**config.mk**
```make
export PLATFORM = sky130hd
export DESIGN_NAME = serdes_tx_pcs_front_end
export DESIGN_NICKNAME = d
export VERILOG_FILES = /design/src/inc/tx_pcs_pkg.sv /design/src/inc/tx_pcs_if.sv /design/src/logic/serdes_tx_pcs_front_end.sv /design/src/logic/tx_8b10b_coder.sv /design/src/logic/tx_buf_mem.sv
export SDC_FILE = /design/constraint.sdc
export NUM_CORES = 2
export LEC_CHECK = 0
export ABC_AREA = 1
export BUFFER_PORTS_ARGS = -buffer_cell sky130_fd_sc_hd__buf_4
export CORE_MARGIN = 10
export CORE_UTILIZATION = 50
export DETAILED_ROUTE_END_ITERATION = 10
export GPL_ROUTABILITY_DRIVEN = 0
export HOLD_SLACK_MARGIN = 0.05
export PLACE_DENSITY = 0.78
export SKIP_LAST_GASP = 1
export SLEW_MARGIN = 0
export SYNTH_ARGS = -nofsm -noshare
export SYNTH_HDL_FRONTEND = slang
export SYNTH_SLANG_ARGS = --single-unit
```
**constraint.sdc**
```tcl
create_clock -name clk -period 18.9 [get_ports clk]
set_clock_uncertainty 0.05 [all_clocks]
set_input_delay 0.945 -clock clk [delete_from_list [all_inputs] [get_ports clk]]
set_output_delay 0.945 -clock clk [all_outputs]
set_load 0.005 [all_outputs]
```
**src/inc/tx_pcs_pkg.sv**
```systemverilog
// constants, types and helpers shared by the transmit pcs front end
package tx_pcs_pkg;
  localparam int LANES = 8;
  localparam int GRP = 10;
  localparam int WORD = 80;
  localparam int DRV_FIELDS = 12;
  localparam int DRV_W = 7;
  localparam int SETS = 3;
  localparam int FIFO_DEPTH = 8;
  localparam logic [1:0] SET_NORMAL = 2'h0;
  localparam logic [1:0] SET_IDLE = 2'h1;
  localparam logic [1:0] SET_DETECT = 2'h2;
  localparam logic [7:0] ADDR_WIDTH_SEL = 8'h30;
  localparam logic [7:0] ADDR_STATUS = 8'h31;
  localparam logic [3:0] F_CM_LOWER = 4'ha;
  localparam logic [3:0] F_CM_UPPER = 4'hb;
  localparam logic [1:0] WIDTH_SEL_RESET = 2'h3;
  localparam logic RD_RESET = 1'b0;
  localparam logic [14:0] PRBS_SEED = 15'h7fff;
  localparam logic [DRV_W-1:0] DRV_RESET [DRV_FIELDS] = '{
    7'h00, 7'h00, 7'h0f, 7'h00, 7'h3f, 7'h00,
    7'h04, 7'h3f, 7'h00, 7'h00, 7'h0e, 7'h10};
  localparam logic [DRV_W-1:0] DRV_MASK [DRV_FIELDS] = '{
    7'h1f, 7'h1f, 7'h1f, 7'h1f, 7'h3f, 7'h1f,
    7'h07, 7'h7f, 7'h1f, 7'h1f, 7'h1f, 7'h1f};

  typedef enum logic [2:0] {
    PAT_OFF    = 3'h0,
    PAT_PRBS7  = 3'h1,
    PAT_PRBS15 = 3'h2,
    PAT_RSV3   = 3'h3,
    PAT_RSV4   = 3'h4,
    PAT_RSV5   = 3'h5,
    PAT_SQ2    = 3'h6,
    PAT_SQWORD = 3'h7
  } pattern_t;

  function automatic logic [7:0] lane_mask(logic [1:0] sel);
    return sel[1] ? 8'hff : (sel[0] ? 8'h0f : 8'h03);
  endfunction

  function automatic logic [6:0] word_bits(logic [1:0] sel);
    return sel[1] ? 7'h50 : (sel[0] ? 7'h28 : 7'h14);
  endfunction
endpackage

```
**src/inc/tx_pcs_if.sv**
```systemverilog
// carriers between the front end, its encoder and its buffer memory
`timescale 1ns/1ps
interface enc_link_if;
  logic        enable;
  logic        valid_in;
  logic [63:0] data;
  logic [7:0]  k;
  logic [7:0]  skip;
  logic [7:0]  sel;
  logic [7:0]  val;
  logic [7:0]  lanes;
  logic [79:0] groups;
  logic        valid_out;
  modport user  (output enable, valid_in, data, k, skip, sel, val, lanes,
                 input groups, valid_out);
  modport coder (input enable, valid_in, data, k, skip, sel, val, lanes,
                 output groups, valid_out);
endinterface

interface buf_mem_if #(parameter int W = 80, parameter int AW = 3);
  logic          we;
  logic          re;
  logic [AW-1:0] waddr;
  logic [AW-1:0] raddr;
  logic [W-1:0]  wdata;
  logic [W-1:0]  rdata;
  modport ctrl (output we, re, waddr, raddr, wdata, input rdata);
  modport mem  (input we, re, waddr, raddr, wdata, output rdata);
endinterface

```
**src/logic/serdes_tx_pcs_front_end.sv**
```systemverilog
// transmit pcs front end: lane mapping, coding, patterns, buffer, config
//
// Behaviour
// raw mode: group bits 7:0 data byte, bit 8 value, bit 9 select
// groups go out lowest lane first; 2, 4 or 8 lanes by width
// encoder used only while the encoder enable input is high
// each high skip bit passes its byte around the encoder unencoded
// each high control flag encodes its byte as a K character
// skip bit n and control bit n both act on data byte n
// select bit chooses whether value bit overrides running disparity
// 00 running, 01 inverted, 10 force negative, 11 force positive
// encoder stage adds a cycle and drops out when disabled
// a phase-adjust buffer sits between pcs side and pma side
// buffer overflow or underflow sets a sticky error output
// that error clears only by the two transmit resets
// error readable as a status bit that reads 0 after reset
// pattern select: off, prbs7, prbs15, reserved, 2 UI, word square
// error inject input flips bits of the transmitted prbs
// polarity 0 passes data, 1 inverts every outgoing bit
// software keeps cursor counts within their branch counts
// equal common-mode setpoints switch the regulation loop off
// a duplicate driver set applies during electrical idle
// a third driver set applies during receiver detection
// width select 00 20 bits, 01 40 bits, 1x 80 bits
// raw mode takes 64 data bits plus the two 8-bit extensions
// standard code tables, disparity carried across bytes and lanes
`timescale 1ns/1ps
module serdes_tx_pcs_front_end #(
  parameter int DEPTH = tx_pcs_pkg::FIFO_DEPTH
) (
  input  wire logic        clk,
  input  wire logic        rst_b,
  input  wire logic        tx_reset,
  input  wire logic        clk_en,
  input  wire logic [63:0] tx_data,
  input  wire logic        tx_valid,
  input  wire logic [7:0]  disparity_override_select,
  input  wire logic [7:0]  disparity_override_value,
  input  wire logic [7:0]  per_byte_encoder_skip,
  input  wire logic        encoder_enable_in,
  input  wire logic [7:0]  control_char_flag,
  input  wire logic [2:0]  pattern_select,
  input  wire logic        pattern_error_inject,
  input  wire logic        polarity_invert,
  input  wire logic        electrical_idle,
  input  wire logic        receiver_detect,
  input  wire logic        pma_take,
  input  wire logic        reg_we,
  input  wire logic [7:0]  reg_addr,
  input  wire logic [7:0]  reg_wdata,
  output      logic [7:0]  reg_rdata,
  output      logic [79:0] pma_word,
  output      logic        pma_valid,
  output      logic        tx_buf_err,
  output      logic [83:0] driver_settings,
  output      logic [1:0]  active_set,
  output      logic        cm_regulation_en
);
  localparam int AW = $clog2(DEPTH);

  if (DEPTH < 2 || (1 << AW) != DEPTH) begin : g_depth_check
    $error("buffer depth must be a power of two, at least 2");
  end

  // reset: async assert from either transmit reset, sync release
  logic       arst_b;
  logic [1:0] rst_sync;
  logic       rst_int_b;

  assign arst_b = rst_b & ~tx_reset;

  always_ff @(posedge clk or negedge arst_b) begin
    if (!arst_b) begin
      rst_sync <= 2'h0;
    end else begin
      rst_sync <= {rst_sync[0], 1'b1};
    end
  end

  assign rst_int_b = rst_sync[1];

  // register file
  logic [6:0] drv_reg [tx_pcs_pkg::SETS][tx_pcs_pkg::DRV_FIELDS];
  logic [1:0] width_sel_reg;
  logic       err_reg;
  logic [1:0] set_sel;
  logic [1:0] set_next;

  always_ff @(posedge clk or negedge rst_int_b) begin
    if (!rst_int_b) begin
      for (int s = 0; s < tx_pcs_pkg::SETS; s++) begin
        for (int f = 0; f < tx_pcs_pkg::DRV_FIELDS; f++) begin
          drv_reg[s][f] <= tx_pcs_pkg::DRV_RESET[f];
        end
      end
    end else if (clk_en && reg_we && reg_addr[7:6] == 2'h0
                 && reg_addr[5:4] != 2'h3
                 && reg_addr[3:0] < 4'hc) begin
      drv_reg[reg_addr[5:4]][reg_addr[3:0]] <=
        reg_wdata[6:0] & tx_pcs_pkg::DRV_MASK[reg_addr[3:0]];
    end
  end

  always_ff @(posedge clk or negedge rst_int_b) begin
    if (!rst_int_b) begin
      width_sel_reg <= tx_pcs_pkg::WIDTH_SEL_RESET;
    end else if (clk_en && reg_we
                 && reg_addr == tx_pcs_pkg::ADDR_WIDTH_SEL) begin
      width_sel_reg <= reg_wdata[1:0];
    end
  end

  always_ff @(posedge clk or negedge rst_int_b) begin
    if (!rst_int_b) begin
      reg_rdata <= 8'h00;
    end else if (clk_en) begin
      reg_rdata <= 8'h00;
      if (reg_addr == tx_pcs_pkg::ADDR_STATUS) begin
        reg_rdata <= {7'h00, err_reg};
      end else if (reg_addr == tx_pcs_pkg::ADDR_WIDTH_SEL) begin
        reg_rdata <= {6'h00, width_sel_reg};
      end else if (reg_addr[7:6] == 2'h0 && reg_addr[5:4] != 2'h3
                   && reg_addr[3:0] < 4'hc) begin
        reg_rdata <= {1'b0, drv_reg[reg_addr[5:4]][reg_addr[3:0]]};
      end
    end
  end

  // driver set in force
  always_comb begin
    if (receiver_detect) begin
      set_next = tx_pcs_pkg::SET_DETECT;
    end else if (electrical_idle) begin
      set_next = tx_pcs_pkg::SET_IDLE;
    end else begin
      set_next = tx_pcs_pkg::SET_NORMAL;
    end
  end

  assign set_sel = set_next;

  always_ff @(posedge clk or negedge rst_int_b) begin
    if (!rst_int_b) begin
      driver_settings <= '0;
      active_set <= tx_pcs_pkg::SET_NORMAL;
      cm_regulation_en <= 1'b0;
    end else if (clk_en) begin
      active_set <= set_sel;
      for (int f = 0; f < tx_pcs_pkg::DRV_FIELDS; f++) begin
        driver_settings[f*7 +: 7] <= drv_reg[set_sel][f];
      end
      cm_regulation_en <= drv_reg[set_sel][tx_pcs_pkg::F_CM_LOWER]
                       != drv_reg[set_sel][tx_pcs_pkg::F_CM_UPPER];
    end
  end

  // lane mapping and encoder
  logic [7:0]  lanes;
  logic [6:0]  nbits;
  logic [79:0] raw_groups;
  logic [79:0] data_groups;
  logic        data_valid;

  enc_link_if enc ();

  assign lanes = tx_pcs_pkg::lane_mask(width_sel_reg);
  assign nbits = tx_pcs_pkg::word_bits(width_sel_reg);

  always_comb begin
    raw_groups = '0;
    for (int n = 0; n < tx_pcs_pkg::LANES; n++) begin
      if (lanes[n]) begin
        raw_groups[n*10 +: 10] = {disparity_override_select[n],
                                  disparity_override_value[n],
                                  tx_data[n*8 +: 8]};
      end
    end
  end

  assign enc.enable = encoder_enable_in;
  assign enc.valid_in = tx_valid;
  assign enc.data = tx_data;
  assign enc.k = control_char_flag;
  assign enc.skip = per_byte_encoder_skip;
  assign enc.sel = disparity_override_select;
  assign enc.val = disparity_override_value;
  assign enc.lanes = lanes;

  tx_8b10b_coder tx_8b10b_coder_i (
    .clk    (clk),
    .rst_b  (rst_int_b),
    .clk_en (clk_en),
    .e      (enc.coder)
  );

  // encoded path only while enabled, else raw groups pass straight on
  assign data_groups = encoder_enable_in ? enc.groups
                                         : raw_groups;
  assign data_valid = encoder_enable_in ? enc.valid_out
                                        : tx_valid;

  // pattern generator
  logic [14:0] lfsr_reg;
  logic [94:0] prbs_out;
  logic [79:0] pat_word;
  logic [79:0] word_mask;
  logic        pat_on;
  logic        pat_prbs;
  logic [79:0] src_word;
  logic        wr_req;

  function automatic logic [94:0] prbs_run(logic [14:0] s, logic long,
                                           logic [6:0] n);
    logic [14:0] st;
    logic [79:0] w;
    logic        fb;
    st = s;
    w = '0;
    fb = 1'b0;
    for (int i = 0; i < 80; i++) begin
      if (i < n) begin
        fb = long ? (st[14] ^ st[13]) : (st[6] ^ st[5]);
        st = {st[13:0], fb};
        w[i] = fb;
      end
    end
    return {st, w};
  endfunction

  assign prbs_out = prbs_run(lfsr_reg,
                             pattern_select == tx_pcs_pkg::PAT_PRBS15,
                             nbits);
  assign pat_prbs = pattern_select == tx_pcs_pkg::PAT_PRBS7
                 || pattern_select == tx_pcs_pkg::PAT_PRBS15;
  assign pat_on = pattern_select != tx_pcs_pkg::PAT_OFF;

  always_comb begin
    word_mask = '0;
    for (int i = 0; i < 80; i++) begin
      word_mask[i] = i < nbits;
    end
  end

  always_comb begin
    pat_word = '0;
    unique case (pattern_select)
      tx_pcs_pkg::PAT_PRBS7,
      tx_pcs_pkg::PAT_PRBS15: begin
        pat_word = prbs_out[79:0];
        pat_word[0] = prbs_out[0] ^ pattern_error_inject;
      end
      tx_pcs_pkg::PAT_SQ2: pat_word = {40{2'b10}};
      tx_pcs_pkg::PAT_SQWORD: begin
        for (int i = 0; i < 80; i++) begin
          pat_word[i] = i < (nbits >> 1);
        end
      end
      default: pat_word = '0;
    endcase
  end

  assign wr_req = pat_on ? 1'b1 : data_valid;
  assign src_word = ((pat_on ? pat_word : data_groups)
                    ^ {80{polarity_invert}}) & word_mask;

  // phase-adjust buffer
  logic [AW:0] wptr_reg;
  logic [AW:0] rptr_reg;
  logic        full;
  logic        empty;
  logic        do_wr;
  logic        do_rd;
  logic        rd_q;
  logic        overflow;
  logic        underflow;

  buf_mem_if #(.W(tx_pcs_pkg::WORD), .AW(AW)) bm ();

  assign empty = wptr_reg == rptr_reg;
  assign full = wptr_reg == {~rptr_reg[AW], rptr_reg[AW-1:0]};
  assign do_rd = pma_take && !empty;
  // pattern words wait for room; fabric words are lost when full
  assign do_wr = wr_req && (!full || do_rd);
  assign overflow = wr_req && !pat_on && full && !do_rd;
  assign underflow = pma_take && empty;

  assign bm.we = clk_en && do_wr;
  assign bm.re = clk_en && do_rd;
  assign bm.waddr = wptr_reg[AW-1:0];
  assign bm.raddr = rptr_reg[AW-1:0];
  assign bm.wdata = src_word;

  tx_buf_mem #(.W(tx_pcs_pkg::WORD), .DEPTH(DEPTH)) tx_buf_mem_i (
    .clk    (clk),
    .clk_en (clk_en),
    .m      (bm.mem)
  );

  always_ff @(posedge clk or negedge rst_int_b) begin
    if (!rst_int_b) begin
      wptr_reg <= '0;
      rptr_reg <= '0;
    end else if (clk_en) begin
      if (do_wr) begin
        wptr_reg <= wptr_reg + 1'b1;
      end
      if (do_rd) begin
        rptr_reg <= rptr_reg + 1'b1;
      end
    end
  end

  always_ff @(posedge clk or negedge rst_int_b) begin
    if (!rst_int_b) begin
      lfsr_reg <= tx_pcs_pkg::PRBS_SEED;
    end else if (clk_en && pat_prbs && do_wr) begin
      lfsr_reg <= prbs_out[94:80];
    end
  end

  always_ff @(posedge clk or negedge rst_int_b) begin
    if (!rst_int_b) begin
      rd_q <= 1'b0;
      pma_valid <= 1'b0;
      pma_word <= '0;
    end else if (clk_en) begin
      rd_q <= do_rd;
      pma_valid <= rd_q;
      if (rd_q) begin
        pma_word <= bm.rdata;
      end
    end
  end

  // sticky buffer error, only the resets clear it
  always_ff @(posedge clk or negedge rst_int_b) begin
    if (!rst_int_b) begin
      err_reg <= 1'b0;
    end else if (clk_en && (overflow || underflow)) begin
      err_reg <= 1'b1;
    end
  end

  assign tx_buf_err = err_reg;
endmodule

```
**src/logic/tx_8b10b_coder.sv**
```systemverilog
// registered 8b/10b encoder stage with per-byte disparity control
`timescale 1ns/1ps
module tx_8b10b_coder (
  input wire logic clk,
  input wire logic rst_b,
  input wire logic clk_en,
  enc_link_if.coder e
);
  localparam logic [5:0] T6 [32] = '{
    6'h27, 6'h1d, 6'h2d, 6'h31, 6'h35, 6'h29, 6'h19, 6'h38,
    6'h39, 6'h25, 6'h15, 6'h34, 6'h0d, 6'h2c, 6'h1c, 6'h17,
    6'h1b, 6'h23, 6'h13, 6'h32, 6'h0b, 6'h2a, 6'h1a, 6'h3a,
    6'h33, 6'h26, 6'h16, 6'h36, 6'h0e, 6'h2e, 6'h1e, 6'h2b};
  localparam logic [3:0] T4 [8] = '{
    4'hb, 4'h9, 4'h5, 4'hc, 4'hd, 4'ha, 4'h6, 4'he};

  // returns {disparity after, code}; code bit 0 goes on the line first
  function automatic logic [10:0] enc_byte(logic [7:0] d, logic k,
                                           logic rd);
    logic [5:0] c6;
    logic [3:0] c4;
    logic [9:0] code;
    logic       k28;
    logic       rdm;
    logic       a7;
    logic       flip4;
    k28 = k && (d[4:0] == 5'h1c);
    c6 = k28 ? 6'h0f : T6[d[4:0]];
    if (rd && (($countones(c6) != 3) || (c6 == 6'h38))) begin
      c6 = ~c6;
    end
    rdm = rd ^ ($countones(c6) != 3);
    a7 = (d[7:5] == 3'h7) && (k
         || (!rdm && (d[4:0] == 5'h11 || d[4:0] == 5'h12
                      || d[4:0] == 5'h14))
         || (rdm && (d[4:0] == 5'h0b || d[4:0] == 5'h0d
                     || d[4:0] == 5'h0e)));
    c4 = a7 ? 4'h7 : T4[d[7:5]];
    flip4 = ($countones(c4) != 2) || (c4 == 4'hc);
    if ((rdm && flip4) || (k28 && rd && !flip4)) begin
      c4 = ~c4;
    end
    for (int i = 0; i < 6; i++) begin
      code[i] = c6[5-i];
    end
    for (int i = 0; i < 4; i++) begin
      code[6+i] = c4[3-i];
    end
    return {rdm ^ ($countones(c4) != 2), code};
  endfunction

  logic        rd_reg;
  logic        rd_next;
  logic        rd_in;
  logic [10:0] coded;
  logic [79:0] groups_next;

  always_comb begin
    rd_next = rd_reg;
    rd_in = rd_reg;
    coded = '0;
    groups_next = '0;
    for (int n = 0; n < tx_pcs_pkg::LANES; n++) begin
      if (e.lanes[n]) begin
        if (e.skip[n]) begin
          groups_next[n*10 +: 10] = {e.sel[n], e.val[n],
                                     e.data[n*8 +: 8]};
        end else begin
          unique case ({e.sel[n], e.val[n]})
            2'b00: rd_in = rd_next;
            2'b01: rd_in = ~rd_next;
            2'b10: rd_in = 1'b0;
            2'b11: rd_in = 1'b1;
          endcase
          coded = enc_byte(e.data[n*8 +: 8], e.k[n], rd_in);
          groups_next[n*10 +: 10] = coded[9:0];
          rd_next = coded[10];
        end
      end
    end
  end

  always_ff @(posedge clk or negedge rst_b) begin
    if (!rst_b) begin
      rd_reg <= tx_pcs_pkg::RD_RESET;
      e.groups <= '0;
      e.valid_out <= 1'b0;
    end else if (clk_en) begin
      e.valid_out <= e.enable && e.valid_in;
      if (e.enable && e.valid_in) begin
        e.groups <= groups_next;
        rd_reg <= rd_next;
      end
    end
  end
endmodule

```
**src/logic/tx_buf_mem.sv**
```systemverilog
// storage of the phase-adjust transmit buffer, registered read
`timescale 1ns/1ps
module tx_buf_mem #(
  parameter int W     = 80,
  parameter int DEPTH = 8
) (
  input wire logic clk,
  input wire logic clk_en,
  buf_mem_if.mem   m
);
  logic [W-1:0] store [DEPTH];

  always_ff @(posedge clk) begin
    if (clk_en && m.we) begin
      store[m.waddr] <= m.wdata;
    end
  end

  always_ff @(posedge clk) begin
    if (clk_en && m.re) begin
      m.rdata <= store[m.raddr];
    end
  end
endmodule

```
# Word level (Yosys, flattened, before mapping)
# Memory sizes are Yosys's and may differ from the RTL's. A register that Yosys moved wholly into a read port is not among the register bits.
# Index checks and enable logic that the tools add are counted.
totals:
  word_cells: 1383
  regBits: 539
  mem_bits_rw: 640
  input_bits: 127
  romBits: 1904
  n_memories: 18
mem_list:
  columns: ["memory", "words", "width", "read_ports", "rd_clocked_by_memory_dff", "wr", "line_no", "rtl"]
  rows:
  - ["tx_buf_mem_i.store", 8, 80, 1, 1, 1, "tx_buf_mem.sv:11", "logic [W-1:0] store [DEPTH];"]
  - ["(no name shown)", 32, 6, 1, 0, 0, "tx_8b10b_coder.sv:28", "c6 = k28 ? 6'h0f : T6[d[4:0]];"]
  - ["(no name shown)", 32, 6, 1, 0, 0, "tx_8b10b_coder.sv:28", null]
  - ["(no name shown)", 32, 6, 1, 0, 0, "tx_8b10b_coder.sv:28", null]
  - ["(no name shown)", 32, 6, 1, 0, 0, "tx_8b10b_coder.sv:28", null]
  - ["(no name shown)", 32, 6, 1, 0, 0, "tx_8b10b_coder.sv:28", null]
  - ["+12 memories", null, null, null, null, null, null, null]
classes:
  n_lt_le_gt_ge: 182
  reduce_logical: 197
  n_addsub: 130
  n_bitwise: 226
  n_eq_ne: 146
  muxes: 432
op_table:
  columns: ["op", "count"]
  rows:
  - ["$add A32 B32 Y32", 48]
  - ["$mux W15", 80]
  - ["$ne A32 B3 Y1 const B", 32]
  - ["$mux W84", 5]
  - ["$bmux W84 S2", 2]
  - ["$mux W6", 49]
  - ["$bwmux W252", 1]
  - ["$mux W10", 24]
  - ["$pmux W80 S3", 1]
  - ["$lt A6 B7 Y1 const A", 32]
  - ["$mux W1", 197]
  - ["$mux W4", 49]
  - ["$lt A6 B6 Y1 const A", 32]
  - ["$xor A1 B1 Y1", 177]
  - ["$demux W84 S2", 1]
  - ["$add A1 B1 Y2", 80]
  - ["$eq A5 B5 Y1 const B", 32]
  - ["$mux W80", 2]
  - ["$eq A5 B4 Y1 const B", 24]
  - ["$lt A5 B7 Y1 const A", 16]
  - ["$lt A7 B6 Y1 const A", 16]
  - ["$lt A7 B7 Y1 const A", 16]
  - ["$lt A5 B6 Y1 const A", 16]
  - ["$logic_and A1 B1 Y1", 87]
  - ["50 further kinds", 294]

# Longest topological paths before layout
logic_depth:
  depth_word: 286
  mapped_depth: 274
  ltp_nobuf: 274

# Modules after synthesis
# A second synthesis with hierarchy kept.
hier_totals:
  cells_unflattened: 8372
  hier_area_um2: 70520.1
modules_own_cells:
  columns: ["module", "area_each_um2", "cells_per_inst", "n_inst", "seq_area_each_um2"]
  rows:
  - ["tx_buf_mem", 30321.6, 2864, 1, 21620.7]
  - ["serdes_tx_pcs_front_end", 28157.0, 3795, 1, 11511.0]
  - ["tx_8b10b_coder", 12041.5, 1713, 1, 2052.0]

# Worst setup path after synthesis
# No wires, ideal clock.
synth_path:
  path_kind: "input-to-reg"
  from: "input tx_data[4]"
  to: "register tx_8b10b_coder_i.rd_reg"
  t_required_ps: 18718
  setup_slack_ps: -21746
  arrival_ps: 40464
  path_stages: 251
  cell_sequence: "clkbuf_1 -> inv_1 -> nor4_1 -> inv_1 -> o211ai_1 -> inv_1 -> ha_1 -> inv_1 -> fa_1 -> ha_1 -> nand4_1 -> nand2_1 -> inv_1 -> xor2_1 -> nor2_1 -> fa_1 -> ha_1 -> nor2_1 -> (+215 left out) -> ha_1 -> fa_1 -> nor3b_1 -> and2_0 -> inv_1 -> nand3_1 -> nand2_2 -> inv_1 -> nand3_1 -> nand2_1 -> nand2_1 -> fa_1 -> nor2_1 -> nand2_1 -> nand3_1 -> nand4_1 -> nand3_1 -> o21ai_0"
synth_via:
  elab_chain_cells: 286
synth_rtl:
  columns: ["item", "line_no", "rtl"]
  rows:
  - ["start, declared", "serdes_tx_pcs_front_end.sv:35", "input wire logic [63:0] tx_data,"]
  - ["$not A5 Y6 (not written as such)", "tx_8b10b_coder.sv:28", null]
  - ["$mem_v2 Z32 W6", null, null]
  - ["$mux W6 (not written as such) (2 in a row)", "tx_8b10b_coder.sv:28", null]
  - ["$mux W6", "tx_8b10b_coder.sv:28", null]
  - ["$add A1 B1 Y2 (not written as such)", "tx_8b10b_coder.sv:29", "if (rd && (($countones(c6) != 3) || (c6 == 6'h38))) begin"]
  - ["$add A32 B32 Y32 (not written as such) (2 in a row)", "tx_8b10b_coder.sv:29", null]
  - ["$ne A32 B3 Y1", "tx_8b10b_coder.sv:29", null]
  - ["$logic_or A1 B1 Y1", "tx_8b10b_coder.sv:29", null]
  - ["(+268 left out)", null, null]
  - ["$mux W4", "tx_8b10b_coder.sv:65", "if (e.skip[n]) begin"]
  - ["$mux W4", "tx_8b10b_coder.sv:64", "if (e.lanes[n]) begin"]
  - ["$add A1 B1 Y2 (not written as such)", "tx_8b10b_coder.sv:49", "return {rdm ^ ($countones(c4) != 2), code};"]
  - ["$add A32 B32 Y32 (not written as such)", "tx_8b10b_coder.sv:49", null]
  - ["$ne A32 B3 Y1", "tx_8b10b_coder.sv:49", null]
  - ["$xor A1 B1 Y1", "tx_8b10b_coder.sv:49", null]
  - ["$mux W1", "tx_8b10b_coder.sv:65", null]
  - ["$mux W1 (*)", "tx_8b10b_coder.sv:64", null]
  - ["end signal, assigned", "tx_8b10b_coder.sv:85", "rd_reg <= tx_pcs_pkg::RD_RESET;"]
  - ["end signal, assigned", "tx_8b10b_coder.sv:92", "rd_reg <= rd_next;"]
  - ["end, declared", "tx_8b10b_coder.sv:52", "logic rd_reg;"]
# Every way passes the cells marked *; elsewhere a longest branch is shown, timed or not. The select of a mux whose other input is x is not followed.
# A chain may end at the register's enable or synchronous reset.

# Worst setup path in the final report
layout_path:
  from: "input tx_data[1]"
  to: "register tx_8b10b_coder_i.rd_reg"
# Same word-level chain as after synthesis.

==> qor.csv <==
metric,value,unit
status,finished with violations,
clkTransAtPathRegs,0.07,ns
async_flop_share,0.428,
grt_pass1_vias,55400,
largest_reg_flops,640,
leakagePower,0.0332,µW
pwr-share-clk,0.195,
clk_latency,0.78,ns
combinationalPowerShare,0.520,
finalSetupViolCount,45,
end_kind,flop,
cts_tree,built,
p_total,12800,µW
grt_util_all_layers,0.268,
drv_cap,0,
yosys_most_used_dff,edfxtp_1,
port_buffers,301,
ant_nets,0,
worst_pin_slew,1.38,ns
avgSynthCellArea,9.09,µm²
core_area,0.132,mm²
drt_wl_total,211000,µm
crit_path_max_fanout,6,
ir_drop,115,µV
ys_ff_latch,1258,
power_density,161,mW/mm²
synth_area,0.0665,mm²
cpMaxStageDelayCell,fa_1,
vias_per_cell,6.01,
synth_edf_count,720,
io-pin-count,304,
antenna_found_initial,28,
rsz0062_at_grt,true,
seq_power_share,0.284,
slew_headroom,0.0544,
grt_overflow,0,
synthCells,7316,
clockBufferDepth,3,
die_h,385,µm
critPathBufInv,34,
dpl_cell_area,0.0732,mm²
finalWorstPathRequiredPeriod,42.32,ns
violations,negative setup slack,
worstPathRequired,19.49,ns
worstSetupPathType,in -> reg,
cts_sinks,1258,
finalNetCount,8173,
netSwitchingPower,5250,µW
die_w,385,µm
synth_nets,7635,
htreeDepth,3,
final_util,0.603,
path_delay_family,adder cells,
max_stage_delay,0.60,ns
crit_arrival,42.91,ns
path_common_cell,nand2_2,
internal-power,7520,µW
finalHoldViolations,0,
firstDrtPassIters,7,
swShare,0.411,
grt_max_degree,140,
start_util,0.504,
synth.distinct_cells,71,
drive_gt1_frac,0.213,
root_buffer,clkbuf_16,
ys_seq_area_frac,0.529,
start_kind,primary input,
hpwlAfterDp,135000,µm
seq_area,0.0352,mm²
final_area,0.0794,mm²
multi_input_area,0.0288,mm²
die-area,0.148,mm²
clock.fmax,0.0236,GHz
fp-row-count,133,
slew_violations,0,
grt_pass1_wl,316000,µm
drtIter0Drc,7674,
numCtsBuffers,119,
drc,0,
vias,58500,
fin_ws,-23.42,ns
wl_per_cell,21.7,µm
yosys_warnings,0,
tns,-518.72,ns
min_path_type,reg -> reg,
syn_to_final_growth,19.5,%
fillers,10400,
min_period_over_period,2.24,
-- cell usage after synthesis, drive strengths merged (4+ instances only) --
| master | instances | area (µm²) |
|---|---|---|
| nand2 | 1283 | 5140 |
| nor2 | 965 | 3680 |
| o21ai | 958 | 4820 |
| edfxtp | 720 | 21600 |
| inv | 713 | 2680 |
| dfrtp | 458 | 11500 |
| clkbuf | 334 | 1280 |
| nand3 | 295 | 1690 |
| a21oi | 265 | 1340 |
| o22ai | 159 | 995 |
| ha | 154 | 1930 |
| o221ai | 137 | 1200 |
| xor2 | 124 | 1090 |
| a31oi | 99 | 626 |
| dfstp | 80 | 2100 |
| mux2 | 80 | 901 |
| buf | 77 | 449 |
| o211ai | 74 | 556 |
| nor3 | 40 | 200 |
| fa | 38 | 761 |
| a22oi | 34 | 255 |
| nand4 | 32 | 213 |
| xnor2 | 31 | 272 |
| o2111ai | 28 | 245 |
| a221oi | 15 | 131 |
| o31ai | 12 | 90.1 |
| clkinv | 11 | 41.3 |
| nand3b | 11 | 82.6 |
| nor4 | 11 | 68.8 |
| a211oi | 10 | 75.1 |
| and2 | 10 | 62.6 |
| and3 | 9 | 56.3 |
| or2 | 9 | 56.3 |
| a22o | 7 | 61.3 |
| o21a | 6 | 46.3 |
| nor3b | 4 | 30.0 |
| o311ai | 4 | 35.0 |
-- metrics by stage --
step,std cells,hold WS [ns],setup WS [ns]
6_report,9732,0.312,-23.42
5_1_grt,9725,0.322,-25.20
4_1_cts,9666,0.315,-21.70
3_5_place_dp,9395,0.292,-22.80
3_3_place_gp,9395,0.289,-20.74
2_1_floorplan,7316,0.281,-19.19
-- cell type report --
cell class	count	area share
flip-flops and latches	1258	0.443
clock inverters	79	0.0117
well taps	1755	0.0276
multi-input cells	4923	0.363
diodes	17	0.000535
clock buffers	148	0.0400
inverters	724	0.0349
repair buffers	828	0.0793
-- kinds of logic (layout without fill, tap and decap cells) --
kind of cell	count (synthesis)	after routing	synth area share
AO/OA/AOI/OAI	1824	1824	0.160
AND/OR/NAND/NOR	2670	2670	0.170
other	2	19	0.000113
flip-flops	1258	1258	0.529
adder cells (fa/ha/maj)	192	192	0.0404
XOR/XNOR	155	155	0.0204
multiplexers	80	80	0.0135
buffers and inverters	1135	1779	0.0669
-- placed cells by master, fill, tap and decap left out, types with 74 or more instances in the layout --
cell type | netlist | final
nand2_1 | 1181 | 1135
o21ai_0 | 943 | 922
nor2_1 | 952 | 901
buf_4 | 15 | 809
edfxtp_1 | 720 | 720
inv_1 | 677 | 640
dfrtp_1 | 458 | 455
a21oi_1 | 263 | 254
nand3_1 | 256 | 224
o22ai_1 | 159 | 158
o221ai_1 | 137 | 137
ha_1 | 154 | 123
clkbuf_16 | 0 | 119
nand2_2 | 88 | 112
a31oi_1 | 98 | 98
mux2_2 | 80 | 80
dfstp_2 | 80 | 79
xor2_1 | 124 | 75
o211ai_1 | 74 | 74
-- power groups by stage --
| stage | logic, µW | registers, µW | clock network, µW |
|---|---|---|---|
| after floorplan | 3700 | 3630 | 0 |
| after global placement | 5340 | 3660 | 0 |
| after detailed placement | 5570 | 3680 | 0 |
| after CTS | 5810 | 3630 | 2510 |
| after global routing | 7170 | 3660 | 2630 |
| final | 6650 | 3630 | 2490 |
-- metal layers --
layer  global-route usage  vias to the layer above  wire (µm)
met3               0.0652                      752      25500
met1                0.358                    27900      80000
met4                0.131                       26      11600
met5                    0                        -        188
met2                0.409                     3767      93700
li1                     -                    26100          -
-- final timing paths --
kind,startpoint,endpoint,slack [ns],cells after the start
max reg2reg,tx_8b10b_coder_i.rd_reg,tx_8b10b_coder_i.rd_reg,-21.82,242
max,tx_data[1],tx_8b10b_coder_i.rd_reg,-23.42,254
min reg2reg,rst_sync[0],rst_sync[1],0.31,0
min in group asynchronous,rst_sync[1],drv_reg[128],0.36,0
max in group asynchronous,rst_sync[1],rptr_reg[0],15.48,3
min,rst_sync[0],rst_sync[1],0.31,0
-- what timing repair did --
action,CTS,global route
gates resized for setup,45,232
hold buffers,2,0
hold endpoints to repair,2,0
pin swaps,47,227
buffers inserted,42,58
setup endpoints to repair,45,45
Power figures use the tool's default switching activity.
